**src/cfg_scan_pkg.sv**
```systemverilog
/*
 * Shared constants and types for the scan-port configuration loader:
 * instruction codes, capture pattern, status word layout, TAP states,
 * host register map and link timing.
 * Assumes both ends and the bench are compiled after this package.
 */
package cfg_scan_pkg;
   // scan instruction codes
   localparam logic [3:0] INS_LOAD = 4'h5;
   localparam logic [3:0] INS_READOUT = 4'h4;
   localparam logic [3:0] INS_STARTUP_BEGIN = 4'hC;
   localparam logic [3:0] INS_INIT_TOGGLE = 4'h8;
   localparam logic [3:0] INS_BYPASS = 4'hF;
   // low capture bits of the instruction register, shifted out one then zero
   localparam logic [1:0] IR_CAPT_FIXED = 2'h1;
   // mode strap values selecting scan-port configuration
   localparam logic [2:0] MODE_SCAN_NOPULL = 3'h5;
   localparam logic [2:0] MODE_SCAN_PULL = 3'h1;
   // read-request pattern, upper word shifted first
   localparam logic [63:0] READ_REQ = 64'h2800_E001_0000_0000;
   // configuration image: data words, then one checksum word
   localparam int CFG_WORDS = 8;
   localparam logic [3:0] STARTUP_CYCLES = 4'hA;
   localparam logic [3:0] HOST_START_CLKS = 4'hA;
   // status word bit positions
   localparam int ST_DONE = 0;
   localparam int ST_INIT = 1;
   localparam int ST_LOADED = 2;
   localparam int ST_RUN = 3;
   localparam int ST_CRC = 31;
   // link timing
   localparam int CLK_PERIOD_NS = 10;
   localparam int TCK_PERIOD_NS = 160;
   localparam int TCK_HALF = TCK_PERIOD_NS / (2 * CLK_PERIOD_NS);
   // tms walks, first bit in bit 0
   localparam logic [4:0] PRE_TLR = 5'h1F;
   localparam logic [4:0] PRE_IR = 5'h06;
   localparam logic [4:0] PRE_DR = 5'h04;
   localparam int PRE_LEN = 5;
   localparam int TAIL_LEN = 2;
   // host register map
   localparam logic [2:0] REG_CTRL = 3'h0;
   localparam logic [2:0] REG_DATA = 3'h1;
   localparam logic [2:0] REG_LEN = 3'h2;
   localparam logic [2:0] REG_STAT = 3'h3;
   localparam logic [2:0] REG_RESULT = 3'h4;
   localparam logic [2:0] REG_INT_STAT = 3'h5;
   localparam logic [2:0] REG_INT_CLR = 3'h6;
   localparam logic [2:0] REG_INT_EN = 3'h7;
   localparam int CTRL_PROG_BIT = 8;
   localparam int INT_DONE = 0;
   localparam int INT_WORD = 1;

   typedef enum logic [3:0] {
      TAP_TLR, TAP_RTI, TAP_SEL_DR, TAP_CAP_DR, TAP_SH_DR, TAP_EX1_DR, TAP_PAU_DR,
      TAP_EX2_DR, TAP_UPD_DR, TAP_SEL_IR, TAP_CAP_IR, TAP_SH_IR, TAP_EX1_IR,
      TAP_PAU_IR, TAP_EX2_IR, TAP_UPD_IR
   } tap_t;
   typedef enum logic [1:0] {SCLK_USER, SCLK_CFGPIN, SCLK_TCK} startclk_t;
   typedef enum logic [2:0] {CMD_NONE, CMD_RESET, CMD_CONFIG, CMD_START, CMD_STATUS} cmd_t;
   typedef enum logic [2:0] {K_END, K_TLR, K_IR, K_CFG, K_REQ, K_READ, K_CLKS} kind_t;
   typedef struct packed {
      kind_t kind;
      logic [3:0] instr;
   } step_t;
   typedef enum logic [1:0] {H_IDLE, H_PREP, H_RUN} hstate_t;
endpackage

```
**src/cfg_scan_if.sv**
```systemverilog
/*
 * Scan link between host and device: tck, tms, tdi, tdo, reconfiguration
 * pin and done pin. Assumes the bench resolves tdo from tdoEn and chains
 * tdo to the next device's tdi where several devices are used.
 */
`timescale 1ns/1ns
interface cfg_scan_if;
   logic tck;
   logic tms;
   logic tdi;
   logic tdo;
   logic tdoEn;
   logic progN;
   logic donePin;
   modport host (output tck, output tms, output tdi, output progN, input tdo);
   modport dev (input tck, input tms, input tdi, input progN, output tdo, output tdoEn,
      output donePin);
endinterface

```
**src/cfg_scan_dev.sv**
```systemverilog
/*
 * Device end of the scan configuration port: TAP, instruction and data
 * registers, configuration image with checksum, status readout, startup
 * sequencer and user pin gating.
 * Assumes pins arrive asynchronously to mclk; tck is sampled, not a clock.
 */
// Operation
// - strap 101 or 001 selects scan configuration
// - host walks five tms ones into reset
// - load instruction then bitstream becomes configuration
// - host returns to reset after bitstream
// - startup instruction plus ten shift clocks
// - startup same everywhere, clock selectable three ways
// - missing startup clock: done yet not running
// - only user outputs float during configuration
// - done means full image arrived uncorrupted
// - init pin silent, internal init holds error
// - host reads status via 64-bit request
// - readout instruction shifts 32-bit status out
// - last status bit is checksum failure
// - instruction capture gives one, zero, done, init
// - tap always active, pins dedicated
// - reconfiguration pin also resets the tap
// - scan may toggle init, never reconfiguration
// - chained devices configure through shared port
`timescale 1ns/1ns
module cfg_scan_dev
   import cfg_scan_pkg::*;
(
   input wire logic mclk,
   input wire logic rst_n,
   input wire logic clkEn,
   cfg_scan_if.dev scan,
   input wire logic [2:0] modePins,
   input wire logic [1:0] startClkSel,
   input wire logic userClk,
   input wire logic configClockPin,
   input wire logic [7:0] userIn,
   output logic [7:0] userInSeen,
   output logic [7:0] userOut,
   output logic userOutEn,
   output logic initPin,
   output logic initInt,
   output logic operational
);
   logic [16:0] sy1_q;
   logic [16:0] sy2_q;
   logic [2:0] prev_q;
   logic [7:0] userInS;
   logic [2:0] modeS;
   logic tckS, tmsS, tdiS, progS, uclkS, cclkS;
   logic tckRise, tckFall, uclkRise, cclkRise, cfgRst;
   tap_t tap_q;
   logic [3:0] ir_q;
   logic [3:0] irSh_q;
   logic [31:0] drSh_q;
   logic [4:0] bitCnt_q;
   logic [31:0] word;
   logic [31:0] sum_q;
   logic [31:0] statusWord;
   logic [31:0] cfgMem [CFG_WORDS];
   logic [3:0] wordCnt_q;
   logic loaded_q, crcErr_q, reqSeen_q, readArm_q, initInt_q;
   logic startArm_q, run_q, scanMode_q, caught_q;
   logic [1:0] catchCnt_q;
   logic [3:0] suCnt_q;
   logic wordDone, reqStart, dataWord, chkWord, restart, suEdge, done;
   logic tdo_q, tdoEn_q;
   logic [7:0] userInSeen_q;
   logic [7:0] userOut_q;

   function automatic tap_t tapNext(input tap_t s, input logic m);
      case (s)
         TAP_TLR: return m ? TAP_TLR : TAP_RTI;
         TAP_RTI: return m ? TAP_SEL_DR : TAP_RTI;
         TAP_SEL_DR: return m ? TAP_SEL_IR : TAP_CAP_DR;
         TAP_CAP_DR: return m ? TAP_EX1_DR : TAP_SH_DR;
         TAP_SH_DR: return m ? TAP_EX1_DR : TAP_SH_DR;
         TAP_EX1_DR: return m ? TAP_UPD_DR : TAP_PAU_DR;
         TAP_PAU_DR: return m ? TAP_EX2_DR : TAP_PAU_DR;
         TAP_EX2_DR: return m ? TAP_UPD_DR : TAP_SH_DR;
         TAP_UPD_DR: return m ? TAP_SEL_DR : TAP_RTI;
         TAP_SEL_IR: return m ? TAP_TLR : TAP_CAP_IR;
         TAP_CAP_IR: return m ? TAP_EX1_IR : TAP_SH_IR;
         TAP_SH_IR: return m ? TAP_EX1_IR : TAP_SH_IR;
         TAP_EX1_IR: return m ? TAP_UPD_IR : TAP_PAU_IR;
         TAP_PAU_IR: return m ? TAP_EX2_IR : TAP_PAU_IR;
         TAP_EX2_IR: return m ? TAP_UPD_IR : TAP_SH_IR;
         TAP_UPD_IR: return m ? TAP_SEL_DR : TAP_RTI;
         default: return TAP_TLR;
      endcase
   endfunction

   // two-stage synchronisers for every pin, then edge history
   always_ff @(posedge mclk) begin
      if (!rst_n) begin
         sy1_q <= '0;
         sy2_q <= '0;
         prev_q <= '0;
      end else if (clkEn) begin
         sy1_q <= {userIn, configClockPin, userClk, scan.progN, scan.tdi, scan.tms,
            scan.tck, modePins};
         sy2_q <= sy1_q;
         prev_q <= {cclkS, uclkS, tckS};
      end
   end
   assign {userInS, cclkS, uclkS, progS, tdiS, tmsS, tckS, modeS} = sy2_q;

   // edges of sampled clocks, frozen while the enable is low
   assign tckRise = clkEn && tckS && !prev_q[0];
   assign tckFall = clkEn && !tckS && prev_q[0];
   assign uclkRise = clkEn && uclkS && !prev_q[1];
   assign cclkRise = clkEn && cclkS && !prev_q[2];
   assign cfgRst = !rst_n || !progS;

   // catch the mode strap once after reset release
   always_ff @(posedge mclk) begin
      if (!rst_n) begin
         caught_q <= 1'b0;
         catchCnt_q <= 2'h0;
         scanMode_q <= 1'b0;
      end else if (clkEn && !caught_q) begin
         catchCnt_q <= catchCnt_q + 2'h1;
         if (catchCnt_q == 2'h2) begin
            caught_q <= 1'b1;
            scanMode_q <= (modeS == MODE_SCAN_NOPULL) || (modeS == MODE_SCAN_PULL);
         end
      end
   end

   // tap controller runs in every mode
   always_ff @(posedge mclk) begin
      if (cfgRst) begin
         tap_q <= TAP_TLR;
      end else if (tckRise) begin
         tap_q <= tapNext(tap_q, tmsS);
      end
   end

   // instruction register with done/init capture
   always_ff @(posedge mclk) begin
      if (cfgRst) begin
         ir_q <= INS_BYPASS;
         irSh_q <= '0;
      end else if (tckRise) begin
         case (tap_q)
            TAP_CAP_IR: irSh_q <= {initInt_q, done, IR_CAPT_FIXED};
            TAP_SH_IR: irSh_q <= {tdiS, irSh_q[3:1]};
            TAP_UPD_IR: ir_q <= irSh_q;
            TAP_TLR: ir_q <= INS_BYPASS;
            default: ;
         endcase
      end
   end

   // data register: bypass bit or 32-bit word shifter
   always_ff @(posedge mclk) begin
      if (cfgRst) begin
         drSh_q <= '0;
         bitCnt_q <= '0;
      end else if (tckRise) begin
         case (tap_q)
            TAP_CAP_DR: begin
               bitCnt_q <= '0;
               drSh_q <= (ir_q == INS_READOUT && readArm_q) ? statusWord : '0;
            end
            TAP_SH_DR: begin
               bitCnt_q <= bitCnt_q + 5'h01;
               if (ir_q == INS_BYPASS) begin
                  drSh_q <= {31'h0, tdiS};
               end else begin
                  drSh_q <= {tdiS, drSh_q[31:1]};
               end
            end
            default: ;
         endcase
      end
   end

   // word classification for load traffic
   assign word = {tdiS, drSh_q[31:1]};
   assign wordDone = tckRise && tap_q == TAP_SH_DR && ir_q == INS_LOAD && bitCnt_q == 5'h1F
      && scanMode_q;
   assign reqStart = (wordCnt_q == 4'h0 || loaded_q) && word == READ_REQ[63:32];
   assign dataWord = wordDone && !reqStart && !reqSeen_q
      && (loaded_q || wordCnt_q < 4'(CFG_WORDS));
   assign chkWord = wordDone && !reqStart && !reqSeen_q && !loaded_q
      && wordCnt_q == 4'(CFG_WORDS);
   assign restart = dataWord && loaded_q;
   assign done = loaded_q && !crcErr_q;

   // image loading, checksum and read request tracking
   always_ff @(posedge mclk) begin
      if (cfgRst) begin
         wordCnt_q <= '0;
         sum_q <= '0;
         loaded_q <= 1'b0;
         crcErr_q <= 1'b0;
         reqSeen_q <= 1'b0;
         readArm_q <= 1'b0;
      end else if (wordDone) begin
         if (reqStart) begin
            reqSeen_q <= 1'b1;
         end else if (reqSeen_q) begin
            reqSeen_q <= 1'b0;
            readArm_q <= word == READ_REQ[31:0];
         end else if (dataWord) begin
            // a data word after a finished image starts a new one
            wordCnt_q <= restart ? 4'h1 : wordCnt_q + 4'h1;
            sum_q <= restart ? word : sum_q ^ word;
            loaded_q <= 1'b0;
            crcErr_q <= 1'b0;
            readArm_q <= 1'b0;
         end else if (chkWord) begin
            loaded_q <= 1'b1;
            crcErr_q <= word != sum_q;
         end
      end
   end

   // configuration memory
   always_ff @(posedge mclk) begin
      if (dataWord) begin
         cfgMem[restart ? 3'h0 : wordCnt_q[2:0]] <= word;
      end
   end

   // internal init: low on checksum error, scan may toggle it
   always_ff @(posedge mclk) begin
      if (cfgRst) begin
         initInt_q <= 1'b1;
      end else if (chkWord && word != sum_q) begin
         initInt_q <= 1'b0;
      end else if (restart) begin
         initInt_q <= 1'b1;
      end else if (tckRise && tap_q == TAP_UPD_IR && irSh_q == INS_INIT_TOGGLE) begin
         initInt_q <= !initInt_q;
      end
   end

   // startup clock selection
   always_comb begin
      case (startClkSel)
         SCLK_TCK: suEdge = tckRise && tap_q == TAP_SH_DR && ir_q == INS_STARTUP_BEGIN;
         SCLK_USER: suEdge = uclkRise;
         SCLK_CFGPIN: suEdge = cclkRise;
         default: suEdge = 1'b0;
      endcase
   end

   // startup sequencer, same count whatever the clock
   always_ff @(posedge mclk) begin
      if (cfgRst || restart) begin
         startArm_q <= 1'b0;
         suCnt_q <= '0;
         run_q <= 1'b0;
      end else if (clkEn) begin
         if (tckRise && tap_q == TAP_UPD_IR && irSh_q == INS_STARTUP_BEGIN && done) begin
            startArm_q <= 1'b1;
         end
         if (suEdge && startArm_q && !run_q) begin
            suCnt_q <= suCnt_q + 4'h1;
            if (suCnt_q == STARTUP_CYCLES - 4'h1) begin
               run_q <= 1'b1;
            end
         end
      end
   end

   // tdo changes on the falling tck edge
   always_ff @(posedge mclk) begin
      if (cfgRst) begin
         tdo_q <= 1'b0;
         tdoEn_q <= 1'b0;
      end else if (tckFall) begin
         tdo_q <= (tap_q == TAP_SH_IR) ? irSh_q[0] : drSh_q[0];
         tdoEn_q <= tap_q == TAP_SH_IR || tap_q == TAP_SH_DR;
      end
   end

   // user pins: inputs always pass, outputs only once running
   always_ff @(posedge mclk) begin
      if (!rst_n) begin
         userInSeen_q <= '0;
         userOut_q <= '0;
      end else if (clkEn) begin
         userInSeen_q <= userInS;
         userOut_q <= run_q ? cfgMem[0][7:0] : 8'h00;
      end
   end

   // status word layout
   always_comb begin
      statusWord = '0;
      statusWord[ST_DONE] = done;
      statusWord[ST_INIT] = initInt_q;
      statusWord[ST_LOADED] = loaded_q;
      statusWord[ST_RUN] = run_q;
      statusWord[ST_CRC] = crcErr_q;
   end

   // outputs
   assign scan.tdo = tdo_q;
   assign scan.tdoEn = tdoEn_q;
   assign scan.donePin = done;
   assign userInSeen = userInSeen_q;
   assign userOut = userOut_q;
   assign userOutEn = run_q;
   assign initPin = scanMode_q ? 1'b1 : initInt_q;
   assign initInt = initInt_q;
   assign operational = run_q;
endmodule

```
**src/flat_wrapper.sv**
```systemverilog
// flat-port wrapper written by rule: the top's interface ports become plain ports
module cfg_scan_dev_flat import cfg_scan_pkg::*;
  (mclk, rst_n, clkEn, modePins, startClkSel, userClk, configClockPin, userIn, userInSeen, userOut, userOutEn, initPin, initInt, operational, scan_tck, scan_tms, scan_tdi, scan_progN, scan_tdo, scan_tdoEn, scan_donePin);
  cfg_scan_if scan_i ();
  input wire logic mclk;
  input wire logic rst_n;
  input wire logic clkEn;
  input wire logic [2:0] modePins;
  input wire logic [1:0] startClkSel;
  input wire logic userClk;
  input wire logic configClockPin;
  input wire logic [7:0] userIn;
  output logic [7:0] userInSeen;
  output logic [7:0] userOut;
  output logic userOutEn;
  output logic initPin;
  output logic initInt;
  output logic operational;
  input wire logic [$bits(scan_i.tck)-1:0] scan_tck;
  input wire logic [$bits(scan_i.tms)-1:0] scan_tms;
  input wire logic [$bits(scan_i.tdi)-1:0] scan_tdi;
  input wire logic [$bits(scan_i.progN)-1:0] scan_progN;
  output wire logic [$bits(scan_i.tdo)-1:0] scan_tdo;
  output wire logic [$bits(scan_i.tdoEn)-1:0] scan_tdoEn;
  output wire logic [$bits(scan_i.donePin)-1:0] scan_donePin;
  assign scan_i.tck = scan_tck;
  assign scan_i.tms = scan_tms;
  assign scan_i.tdi = scan_tdi;
  assign scan_i.progN = scan_progN;
  assign scan_tdo = scan_i.tdo;
  assign scan_tdoEn = scan_i.tdoEn;
  assign scan_donePin = scan_i.donePin;
  cfg_scan_dev u_core (.mclk(mclk), .rst_n(rst_n), .clkEn(clkEn), .scan(scan_i), .modePins(modePins), .startClkSel(startClkSel), .userClk(userClk), .configClockPin(configClockPin), .userIn(userIn), .userInSeen(userInSeen), .userOut(userOut), .userOutEn(userOutEn), .initPin(initPin), .initInt(initInt), .operational(operational));
endmodule
```
**config.mk**
```make
export PLATFORM = sky130hd
export DESIGN_NAME = cfg_scan_dev_flat
export DESIGN_NICKNAME = d
export VERILOG_FILES = /design/src/cfg_scan_pkg.sv /design/src/cfg_scan_if.sv /design/src/cfg_scan_dev.sv /design/src/flat_wrapper.sv
export SDC_FILE = /design/constraint.sdc
export NUM_CORES = 1
export LEC_CHECK = 0
export ABC_AREA = 0
export BUFFER_PORTS_ARGS = -buffer_cell sky130_fd_sc_hd__buf_2
export CORE_ASPECT_RATIO = 1.75
export CORE_MARGIN = 4
export CORE_UTILIZATION = 45
export CTS_BUF_LIST = sky130_fd_sc_hd__clkbuf_8
export DETAILED_ROUTE_END_ITERATION = 6
export GPL_ROUTABILITY_DRIVEN = 0
export GPL_TIMING_DRIVEN = 0
export PLACE_DENSITY = 0.63
export SLEW_MARGIN = 10
export SYNTH_ARGS = -nofsm -noshare
export SYNTH_HDL_FRONTEND = slang
export SYNTH_SLANG_ARGS = --single-unit
```
**constraint.sdc**
```tcl
create_clock -name mclk -period 8.5 [get_ports mclk]
set_input_delay 0.85 -clock mclk [delete_from_list [all_inputs] [get_ports mclk]]
set_output_delay 0.85 -clock mclk [all_outputs]
set_load 0.02 [all_outputs]
```
==> flow_metrics.env, run 1 <==
export IMPL_grt_overflow=0
export IMPL_cpMaxStageDelayCell="nor2_1"
export IMPL_core_area_um2=16500
export IMPL_grt_pass1_wl_um=32500
export IMPL_vdd_drop_max_mv=0.112
export IMPL_num_vias=6103
export IMPL_dieArea_um2=19200
export IMPL_cts_resized=0
export IMPL_fin_area_um2=8570
export IMPL_post_synth_top_count_cell="dfxtp_1"
export IMPL_worst_pin_slew_ns=1.03
export IMPL_syn_area_per_cell_um2=9.23
export IMPL_syn_inst=828
export IMPL_post_route_min_period_ns=2.93
export IMPL_cpLargestDelayFamily="buffers and inverters"
export IMPL_grt_usage_pct=21.4
export IMPL_arrival_ns=2.08
export IMPL_drive_above_1_share_pct=13.3
export IMPL_cap_violations=0
export IMPL_tns_ns=0
export IMPL_cts_root_buf="clkbuf_8"
export IMPL_setup_viol=0
export IMPL_synth_top_cell_area_share_pct=40.1
export IMPL_syn_to_final_growth_pct=12.2
export IMPL_setup_ws_ns=5.57
export IMPL_antenna_found_initial=0
export IMPL_rsz0062_at_grt="no"
export IMPL_yosys_top_cells_area="dfxtp_1 (40%), xnor2_1 (7.0%), mux2i_1 (6.9%)"
export IMPL_nets=918
export IMPL_reg2reg_slack_ns=5.61
export IMPL_slew_viol_final=0
export IMPL_dp_slack_ns=4.88
export IMPL_async_reset_ff_share_pct=0
export IMPL_crit_type="flop to primary output"
export IMPL_cpPeakStageDelay_ns=0.43
export IMPL_dp_cells=1094
export IMPL_hold_viol=0
export IMPL_first_global_vias=6291
export IMPL_final_cells=1126
export IMPL_drc_errors=0
export IMPL_syn_num_nets=857
export IMPL_cp_required_ns=7.65
export IMPL_p_leak_uw=0.00300
export IMPL_synth_warnings=0
export IMPL_ys_types=54
export IMPL_firstDrtPassIters=5
export IMPL_clockBufferDepth=2
export IMPL_grt_max_degree=17
export IMPL_postCtsHoldBufs=0
export IMPL_vias_per_cell=5.42
export IMPL_routed_wl_um=19800
export IMPL_die_h_um=180
export IMPL_crit_fanout=10
export IMPL_cts_num_sinks=161
export IMPL_postCtsSetupBuffers=0
export IMPL_tritoncts="done"
export IMPL_max_slew_margin_rel_pct=31.1
export IMPL_pin_count=45
export IMPL_initial_core_util_pct=46.3
export IMPL_htree_levels=4
export IMPL_postRouteAntennaNets=0
export IMPL_drtIter0Drc=318
export IMPL_synth_edff_count=8
export IMPL_status="completed"
export IMPL_yosysSeqAreaShare_pct=43.2
export IMPL_rows=62
export IMPL_p_per_area_nw_per_um2=168
export IMPL_crit_chain="clkbuf_1 > inv_1 > nor2_1 > buf_2"
export IMPL_io_buffers=42
export IMPL_finalClockSkew_ns=0.0136
export IMPL_antenna_cells=0
export IMPL_ys_ff_latch=161
export IMPL_clk_insertion_delay_late_ns=0.46
export IMPL_end_kind="primary output"
export IMPL_synth_commonest_cells="dfxtp_1 (153), nor2_1 (112), nor2b_1 (65)"
export IMPL_drt_wirelength_per_cell_um=17.6
export IMPL_dp_final_hpwl_um=14600
export IMPL_syn_area_um2=7640
export IMPL_synth_top_cell_by_area="dfxtp_1"
export IMPL_fin_crit_sh_pct=34.5
export IMPL_dpl_instance_area_um2=8140
export IMPL_cts_buffers=17
export IMPL_fp_dieW_um=107
export IMPL_cp_num_buf_inv=3
export IMPL_max_freq_mhz=341
export IMPL_synth_flop_cell="dfxtp_1"
export IMPL_startpoint_type="flop"
export IMPL_hp_class="flop to flop"
export IMPL_clk_pin_slew_ns=0.09
## placed cells by master, fill, tap and decap left out, drive strengths merged, types with 16 or more instances in the layout
cell type,n
a22oi,60
a21oi,23
dfxtp,153
and2,34
buf,54
inv,17
nor2b,65
nand2,25
nor2,112
clkbuf,60
o21ai,16
xnor2,61
nand3,37
mux2i,53
## metrics by stage
stage / hold WS, ns / utilization [%] / total power (µW)
2_1_floorplan: 0.415 / - / 827
3_3_place_gp: 0.434 / 49.2 / 845
3_5_place_dp: 0.439 / 49.2 / 846
4_1_cts: 0.453 / 51.9 / 1460
5_1_grt: 0.471 / 51.9 / 1500
6_report: 0.446 / 51.9 / 1440
## final cells by class
cell class / instances / area [µm²]
clock buffers: 17 / 234
plain buffers: 55 / 223
well taps: 224 / 280
fillers: 1555 / 7950
flip-flops and latches: 161 / 3300
repair buffers: 42 / 210
inverters: 11 / 41.3
multi-input cells: 601 / 4080
clock inverters: 15 / 200
## sequential cells by signal, indices dropped and copies added, names as in the netlist, 2 cells and up
register	cells
u_core.drSh_q	32
u_core.sum_q	32
u_core.catchCnt_q	2
u_core.suCnt_q	4
u_core.bitCnt_q	5
u_core.ir_q	4
u_core.prev_q	3
u_core.userInSeen	8
u_core.sy1_q	16
u_core.irSh_q	4
u_core.wordCnt_q	4
u_core.userOut	8
u_core.tap_q	4
u_core.cfgMem	8
u_core.sy2_q	16
## power by group
group	leakage (µW)	internal, µW	switching, µW	total (µW)
Combinational	0.00147	22.9	30.6	53.5
Sequential	0.00132	768	5.05	773
Clock	0.000217	300	316	616
## logic make-up after synthesis
family / share of synthesized area [%]
and+or+nand+nor: 23.6
xor gates and xnor gates: 7.91
adders and majority gates: 1.15
AOI/OAI and AO/OA: 13.5
buffers and inverters: 3.45
muxes: 7.14
DFF: 43.2
## per-layer routing
metal	GRT usage, %	vias to the layer above	wire, µm
met5	0	-	0
met4	9.93	0	833
met3	3.94	46	759
met2	40.7	145	10800
met1	22.1	2897	7400
li1	-	3015	-
## worst paths after layout
check	from	to	cells past startpoint
max	u_core.loaded_q	scan_donePin	4
min	u_core.bitCnt_q[3]	u_core.bitCnt_q[3]	1
max reg2reg	u_core.tap_q[0]	u_core.cfgMem[0][6]	6
min reg2reg	u_core.bitCnt_q[3]	u_core.bitCnt_q[3]	1
(Power assumes the default switching activity.)
==> run 2: changes to the inputs <==
==> constraint.sdc (replaced) <==
create_clock -name mclk -period 3 [get_ports mclk]
set_input_delay 0.3 -clock mclk [delete_from_list [all_inputs] [get_ports mclk]]
set_output_delay 0.3 -clock mclk [all_outputs]
set_load 0.02 [all_outputs]
==> run 2 against run 1 <==
  * Sequential cell count stayed put
  * Worst hold slack worse by 0.35 ns
  * Power grew to 2.8 times the previous value
  * Setup slack worse by 5.4 ns
  * Via count shrank 0.23%
  * Largest power group unchanged
  * Design area grew 0.10%
  * Critical path type is now flop to flop
  * Utilization increased by 0.053 points
  * Sequential share of layout area about the same
  * Critical path depth grew 4
  * Non-clock buffer count stayed put
==> flow_metrics.env, run 2 (synthesis gave the netlist of run 1 again) <==
export IMPL_status="completed"
export IMPL_cts_root_buf="clkbuf_8"
export IMPL_drive_above_1_share_pct=13.4
export IMPL_core_area_um2=16500
export IMPL_crit_fanout=10
export IMPL_final_cells=1126
export IMPL_rows=62
export IMPL_max_slew_margin_rel_pct=31.0
export IMPL_fp_dieW_um=107
export IMPL_cap_violations=0
export IMPL_drtIter0Drc=260
export IMPL_syn_to_final_growth_pct=12.3
export IMPL_startpoint_type="flop"
export IMPL_first_global_vias=6284
export IMPL_htree_levels=4
export IMPL_arrival_ns=3.16
export IMPL_postCtsHoldBufs=0
export IMPL_tns_ns=0
export IMPL_clk_pin_slew_ns=0.10
export IMPL_end_kind="flop"
export IMPL_cp_num_buf_inv=2
export IMPL_r2r_start="u_core.sy2_q[5]"
export IMPL_worst_hold_startpoint="userIn[2]"
export IMPL_cts_num_sinks=161
export IMPL_vdd_drop_max_mv=0.315
export IMPL_num_vias=6089
export IMPL_worstSetupStartpoint="u_core.sy2_q[5]"
export IMPL_postRouteAntennaNets=0
export IMPL_fin_util_pct=51.9
export IMPL_dp_cells=1094
export IMPL_fillCellCount=1555
export IMPL_dieArea_um2=19200
export IMPL_die_h_um=180
export IMPL_cpMaxStageDelayCell="nor4b_1"
export IMPL_slew_viol_final=0
export IMPL_antenna_found_initial=0
export IMPL_fin_crit_sh_pct=93.6
export IMPL_p_leak_uw=0.00300
export IMPL_crit_type="flop to flop"
export IMPL_cp_required_ns=3.35
export IMPL_hold_viol=0
export IMPL_crit_chain="clkbuf_1 > nor4_1 > nand4_1 > nor4b_1 > clkbuf_1 > o21ai_0 > and3_1 > a31o_2"
export IMPL_reg_top3="u_core.drSh_q (32), u_core.sum_q (32)"
export IMPL_layout_commonest_cell="dfxtp_1"
export IMPL_final_cell_mix="dfxtp_1 (153), nor2_1 (111), nor2b_1 (65)"
export IMPL_pin_count=45
export IMPL_vias_per_cell=5.41
export IMPL_finalClockSkew_ns=0.0145
export IMPL_grt_usage_pct=21.4
export IMPL_io_buffers=42
export IMPL_grt_max_degree=17
export IMPL_p_per_area_nw_per_um2=476
export IMPL_worst_pin_slew_ns=1.03
export IMPL_drc_errors=0
export IMPL_grt_pass1_wl_um=32500
export IMPL_nets=918
export IMPL_routed_wl_um=19900
export IMPL_dp_final_hpwl_um=14600
export IMPL_cpLargestDelayFamily="simple AND/OR/NAND/NOR gates"
export IMPL_firstDrtPassIters=5
export IMPL_rsz0062_at_grt="no"
export IMPL_initial_core_util_pct=46.3
export IMPL_cts_buffers=17
export IMPL_antenna_cells=0
export IMPL_cp_common_cell="clkbuf_1"
export IMPL_postCtsSetupBuffers=0
export IMPL_tritoncts="done"
export IMPL_hp_class="input port to flop"
export IMPL_post_route_min_period_ns=2.81
export IMPL_clk_insertion_delay_late_ns=0.46
export IMPL_clockBufferDepth=2
export IMPL_cpPeakStageDelay_ns=0.53
export IMPL_drt_wirelength_per_cell_um=17.6
export IMPL_grt_overflow=0
export IMPL_max_freq_mhz=356
export IMPL_setup_viol=0
[run 2: where the power goes]
part           switching [µW]  total (µW)  internal (µW)
Combinational            86.9         152           64.9
Clock                     894        1750            851
Sequential               14.3        2190           2180
Total                     996        4090           3090
[run 2: worst register-to-register path: stages, from the launching register on]
cell and delay (ns):
dfxtp_1 0.31, clkbuf_1 0.23, nor4_1 0.32, nand4_1 0.21, nor4b_1 0.53, clkbuf_1 0.53
o21ai_0 0.17, and3_1 0.20, a31o_2 0.20
[run 2: final timing paths]
kind         depth (start not counted)  slack [ns]                 end
max                                  8        0.19     u_core.sum_q[0]
min                                  3        0.09    u_core.sy1_q[11]
max reg2reg                          8        0.19     u_core.sum_q[0]
min reg2reg                          1        0.45  u_core.bitCnt_q[3]
[run 2: per-stage QoR]
step / hold WS, ns / setup WS (ns) / instance area, µm² / total power, µW
floorplan: 0.415 / 0.245 / 7640 / 2340
global placement: 0.434 / -0.287 / 8140 / 2390
detailed placement: 0.439 / -0.345 / 8140 / 2400
CTS: 0.0847 / 0.0657 / 8570 / 4130
global route: 0.0953 / 0.0394 / 8580 / 4240
finish: 0.0937 / 0.193 / 8580 / 4090
[run 2: routing by layer]
layer,up-vias,routed length (µm),track usage [%]
met5,-,0,0
met2,142,10800,40.9
li1,3015,-,-
met1,2884,7480,22.0
met4,0,861,9.63
met3,48,696,3.94
[run 2: layout make-up]
| type | count | area, µm² | share of cell area, % |
|---|---|---|---|
| Timing Repair Buffer | 42 | 210 | 2.45 |
| Inverter | 11 | 41.3 | 0.481 |
| Buffer | 55 | 223 | 2.59 |
| Tap cell | 224 | 280 | 3.27 |
| Multi-Input combinational cell | 601 | 4090 | 47.7 |
| Clock buffer | 17 | 234 | 2.73 |
| Sequential cell | 161 | 3300 | 38.5 |
| Clock inverter | 15 | 200 | 2.33 |
[run 2: what timing repair did]
item	4_1_cts	5_1_grt
cloned	0	0
resized for setup	1	2
pin swaps	0	1
endpoints found under the setup margin	8	12
==> run 3: changes to the inputs <==
--- a/config.mk
+++ b/config.mk
@@ -14,7 +14,6 @@
 export DETAILED_ROUTE_END_ITERATION = 6
 export GPL_ROUTABILITY_DRIVEN = 0
 export GPL_TIMING_DRIVEN = 0
-export PLACE_DENSITY = 0.63
 export SLEW_MARGIN = 10
 export SYNTH_ARGS = -nofsm -noshare
 export SYNTH_HDL_FRONTEND = slang
==> run 3 against run 2 <==
  * Setup slack better by 0.031 ns
  * Via count up 2.2%
  * Sequential share of layout area up 0.084 points
  * Count of clock-buffer cells in the layout unchanged
  * Cell count up 0.27%
  * Critical path type unchanged
==> flow_metrics.env, run 3 (synthesis gave the netlist of run 1 again) <==
export IMPL_cp_required_ns=3.41
export IMPL_dp_slack_ns=-0.346
export IMPL_final_cells=1129
export IMPL_clk_pin_slew_ns=0.11
export IMPL_die_h_um=180
export IMPL_fin_crit_sh_pct=92.5
export IMPL_slew_viol_final=0
export IMPL_max_slew_margin_rel_pct=36.0
export IMPL_worst_hold_startpoint="userIn[4]"
export IMPL_core_area_um2=16500
export IMPL_drt_wirelength_per_cell_um=17.8
export IMPL_dp_cells=1094
export IMPL_pin_count=45
export IMPL_grt_pass1_wl_um=33100
export IMPL_setup_viol=0
export IMPL_nets=921
export IMPL_seqCellArea_um2=3300
export IMPL_p_leak_uw=0.00300
export IMPL_drtIter0Drc=324
export IMPL_cts_root_buf="clkbuf_8"
export IMPL_first_global_vias=6493
export IMPL_io_buffers=42
export IMPL_vias_per_cell=5.51
export IMPL_max_freq_mhz=360
export IMPL_cap_violations=0
export IMPL_drive_above_1_share_pct=13.7
export IMPL_worst_pin_slew_ns=0.954
export IMPL_rsz0062_at_grt="no"
export IMPL_fillCellCount=1582
export IMPL_hp_class="input port to flop"
export IMPL_routed_wl_um=20100
export IMPL_tritoncts="done"
export IMPL_arrival_ns=3.19
export IMPL_end_kind="flop"
export IMPL_postCtsHoldBufs=0
export IMPL_grt_max_degree=19
export IMPL_dieArea_um2=19200
export IMPL_antenna_cells=0
export IMPL_holdPathStages=3
export IMPL_cts_buffers=17
export IMPL_drc_errors=0
export IMPL_syn_to_final_growth_pct=12.0
export IMPL_fp_dieW_um=107
export IMPL_hold_path_end="u_core.sy1_q[13]"
export IMPL_grt_usage_pct=21.7
export IMPL_vdd_drop_max_mv=0.265
export IMPL_reg_top3="u_core.drSh_q (32), u_core.sum_q (32)"
export IMPL_initial_core_util_pct=46.3
export IMPL_reg2reg_depth=8
export IMPL_startpoint_type="flop"
export IMPL_r2r_start="u_core.tap_q[0]"
export IMPL_reg2reg_slack_ns=0.22
export IMPL_p_per_area_nw_per_um2=459
export IMPL_post_route_min_period_ns=2.78
export IMPL_grt_overflow=0
export IMPL_r2r_end="u_core.drSh_q[15]"
export IMPL_rows=62
export IMPL_final_cell_mix="dfxtp_1 (153), nor2_1 (112), nor2b_1 (65)"
export IMPL_tns_ns=0
export IMPL_clk_insertion_delay_late_ns=0.47
export IMPL_crit_type="flop to flop"
export IMPL_postRouteAntennaNets=0
export IMPL_setup_ws_ns=0.224
export IMPL_dp_final_hpwl_um=14900
export IMPL_antenna_found_initial=0
export IMPL_hold_viol=0
export IMPL_multi_input_area_um2=4100
export IMPL_htree_levels=4
export IMPL_clockBufferDepth=2
export IMPL_num_vias=6220
export IMPL_crit_fanout=10
export IMPL_worst_hold_slack_ns=0.0801
export IMPL_layout_commonest_cell="dfxtp_1"
export IMPL_status="completed"
export IMPL_firstDrtPassIters=5
export IMPL_cts_num_sinks=161
export IMPL_finalClockSkew_ns=0.0135
## run 3: metrics by stage
step                      utilization [%]  power [µW]  instance area (µm²)
after floorplan                         -        2340                 7640
after global placement               49.2        2390                 8140
after detailed placement             49.2        2400                 8140
after CTS                            51.6        3970                 8530
after global routing                 51.8        4070                 8560
final                                51.8        3930                 8560
## run 3: timing repair
action,CTS,global route
pin swaps,0,1
endpoints found under the setup margin,8,36
resized for setup,1,2
cloned,0,0
buffers inserted,0,3
## run 3: worst max-delay path by stage
stage | startpoint | end | slack [ns]
after global placement | u_core.tap_q[0] | u_core.cfgMem[0][7] | -0.28
after detailed placement | u_core.tap_q[0] | u_core.cfgMem[0][7] | -0.35
final | u_core.tap_q[0] | u_core.drSh_q[15] | 0.22
after CTS | u_core.tap_q[0] | u_core.cfgMem[0][2] | 0.05
after global routing | u_core.sy2_q[5] | u_core.sum_q[6] | 0.006
after floorplan | u_core.tap_q[0] | u_core.cfgMem[0][0] | 0.25
## run 3: report_power, final
part	leakage [µW]	total (µW)	internal, µW	switching (µW)
combinational	0.00148	153	64.8	88.2
clock	0.000198	1590	630	960
sequential	0.00132	2190	2180	14.8
## run 3: area by class of cell
type,count,share of cell area [%]
multi-input cells,601,47.8
flip-flops and latches,161,38.6
well taps,224,3.27
clock buffers,17,2.73
repair buffers,45,2.72
plain buffers,55,2.60
clock inverters,15,1.81
inverters,11,0.482
## run 3: worst max-delay path: stages, from the launching register on
cell	delay (ns)
dfxtp_1	0.31
buf_2	0.15
or4b_1	0.52
buf_2	0.20
nand2b_4	0.19
nor2_1	0.59
clkbuf_1	0.48
a22oi_1	0.13
nor2_1	0.13
## run 3: per-layer routing
layer	up-vias	global-route usage [%]	share of wire (%)
met1	3007	22.1	38
met5	-	0	0
li1	3025	-	-
met4	0	10.8	4.8
met3	56	4.45	3.4
met2	132	41.0	54
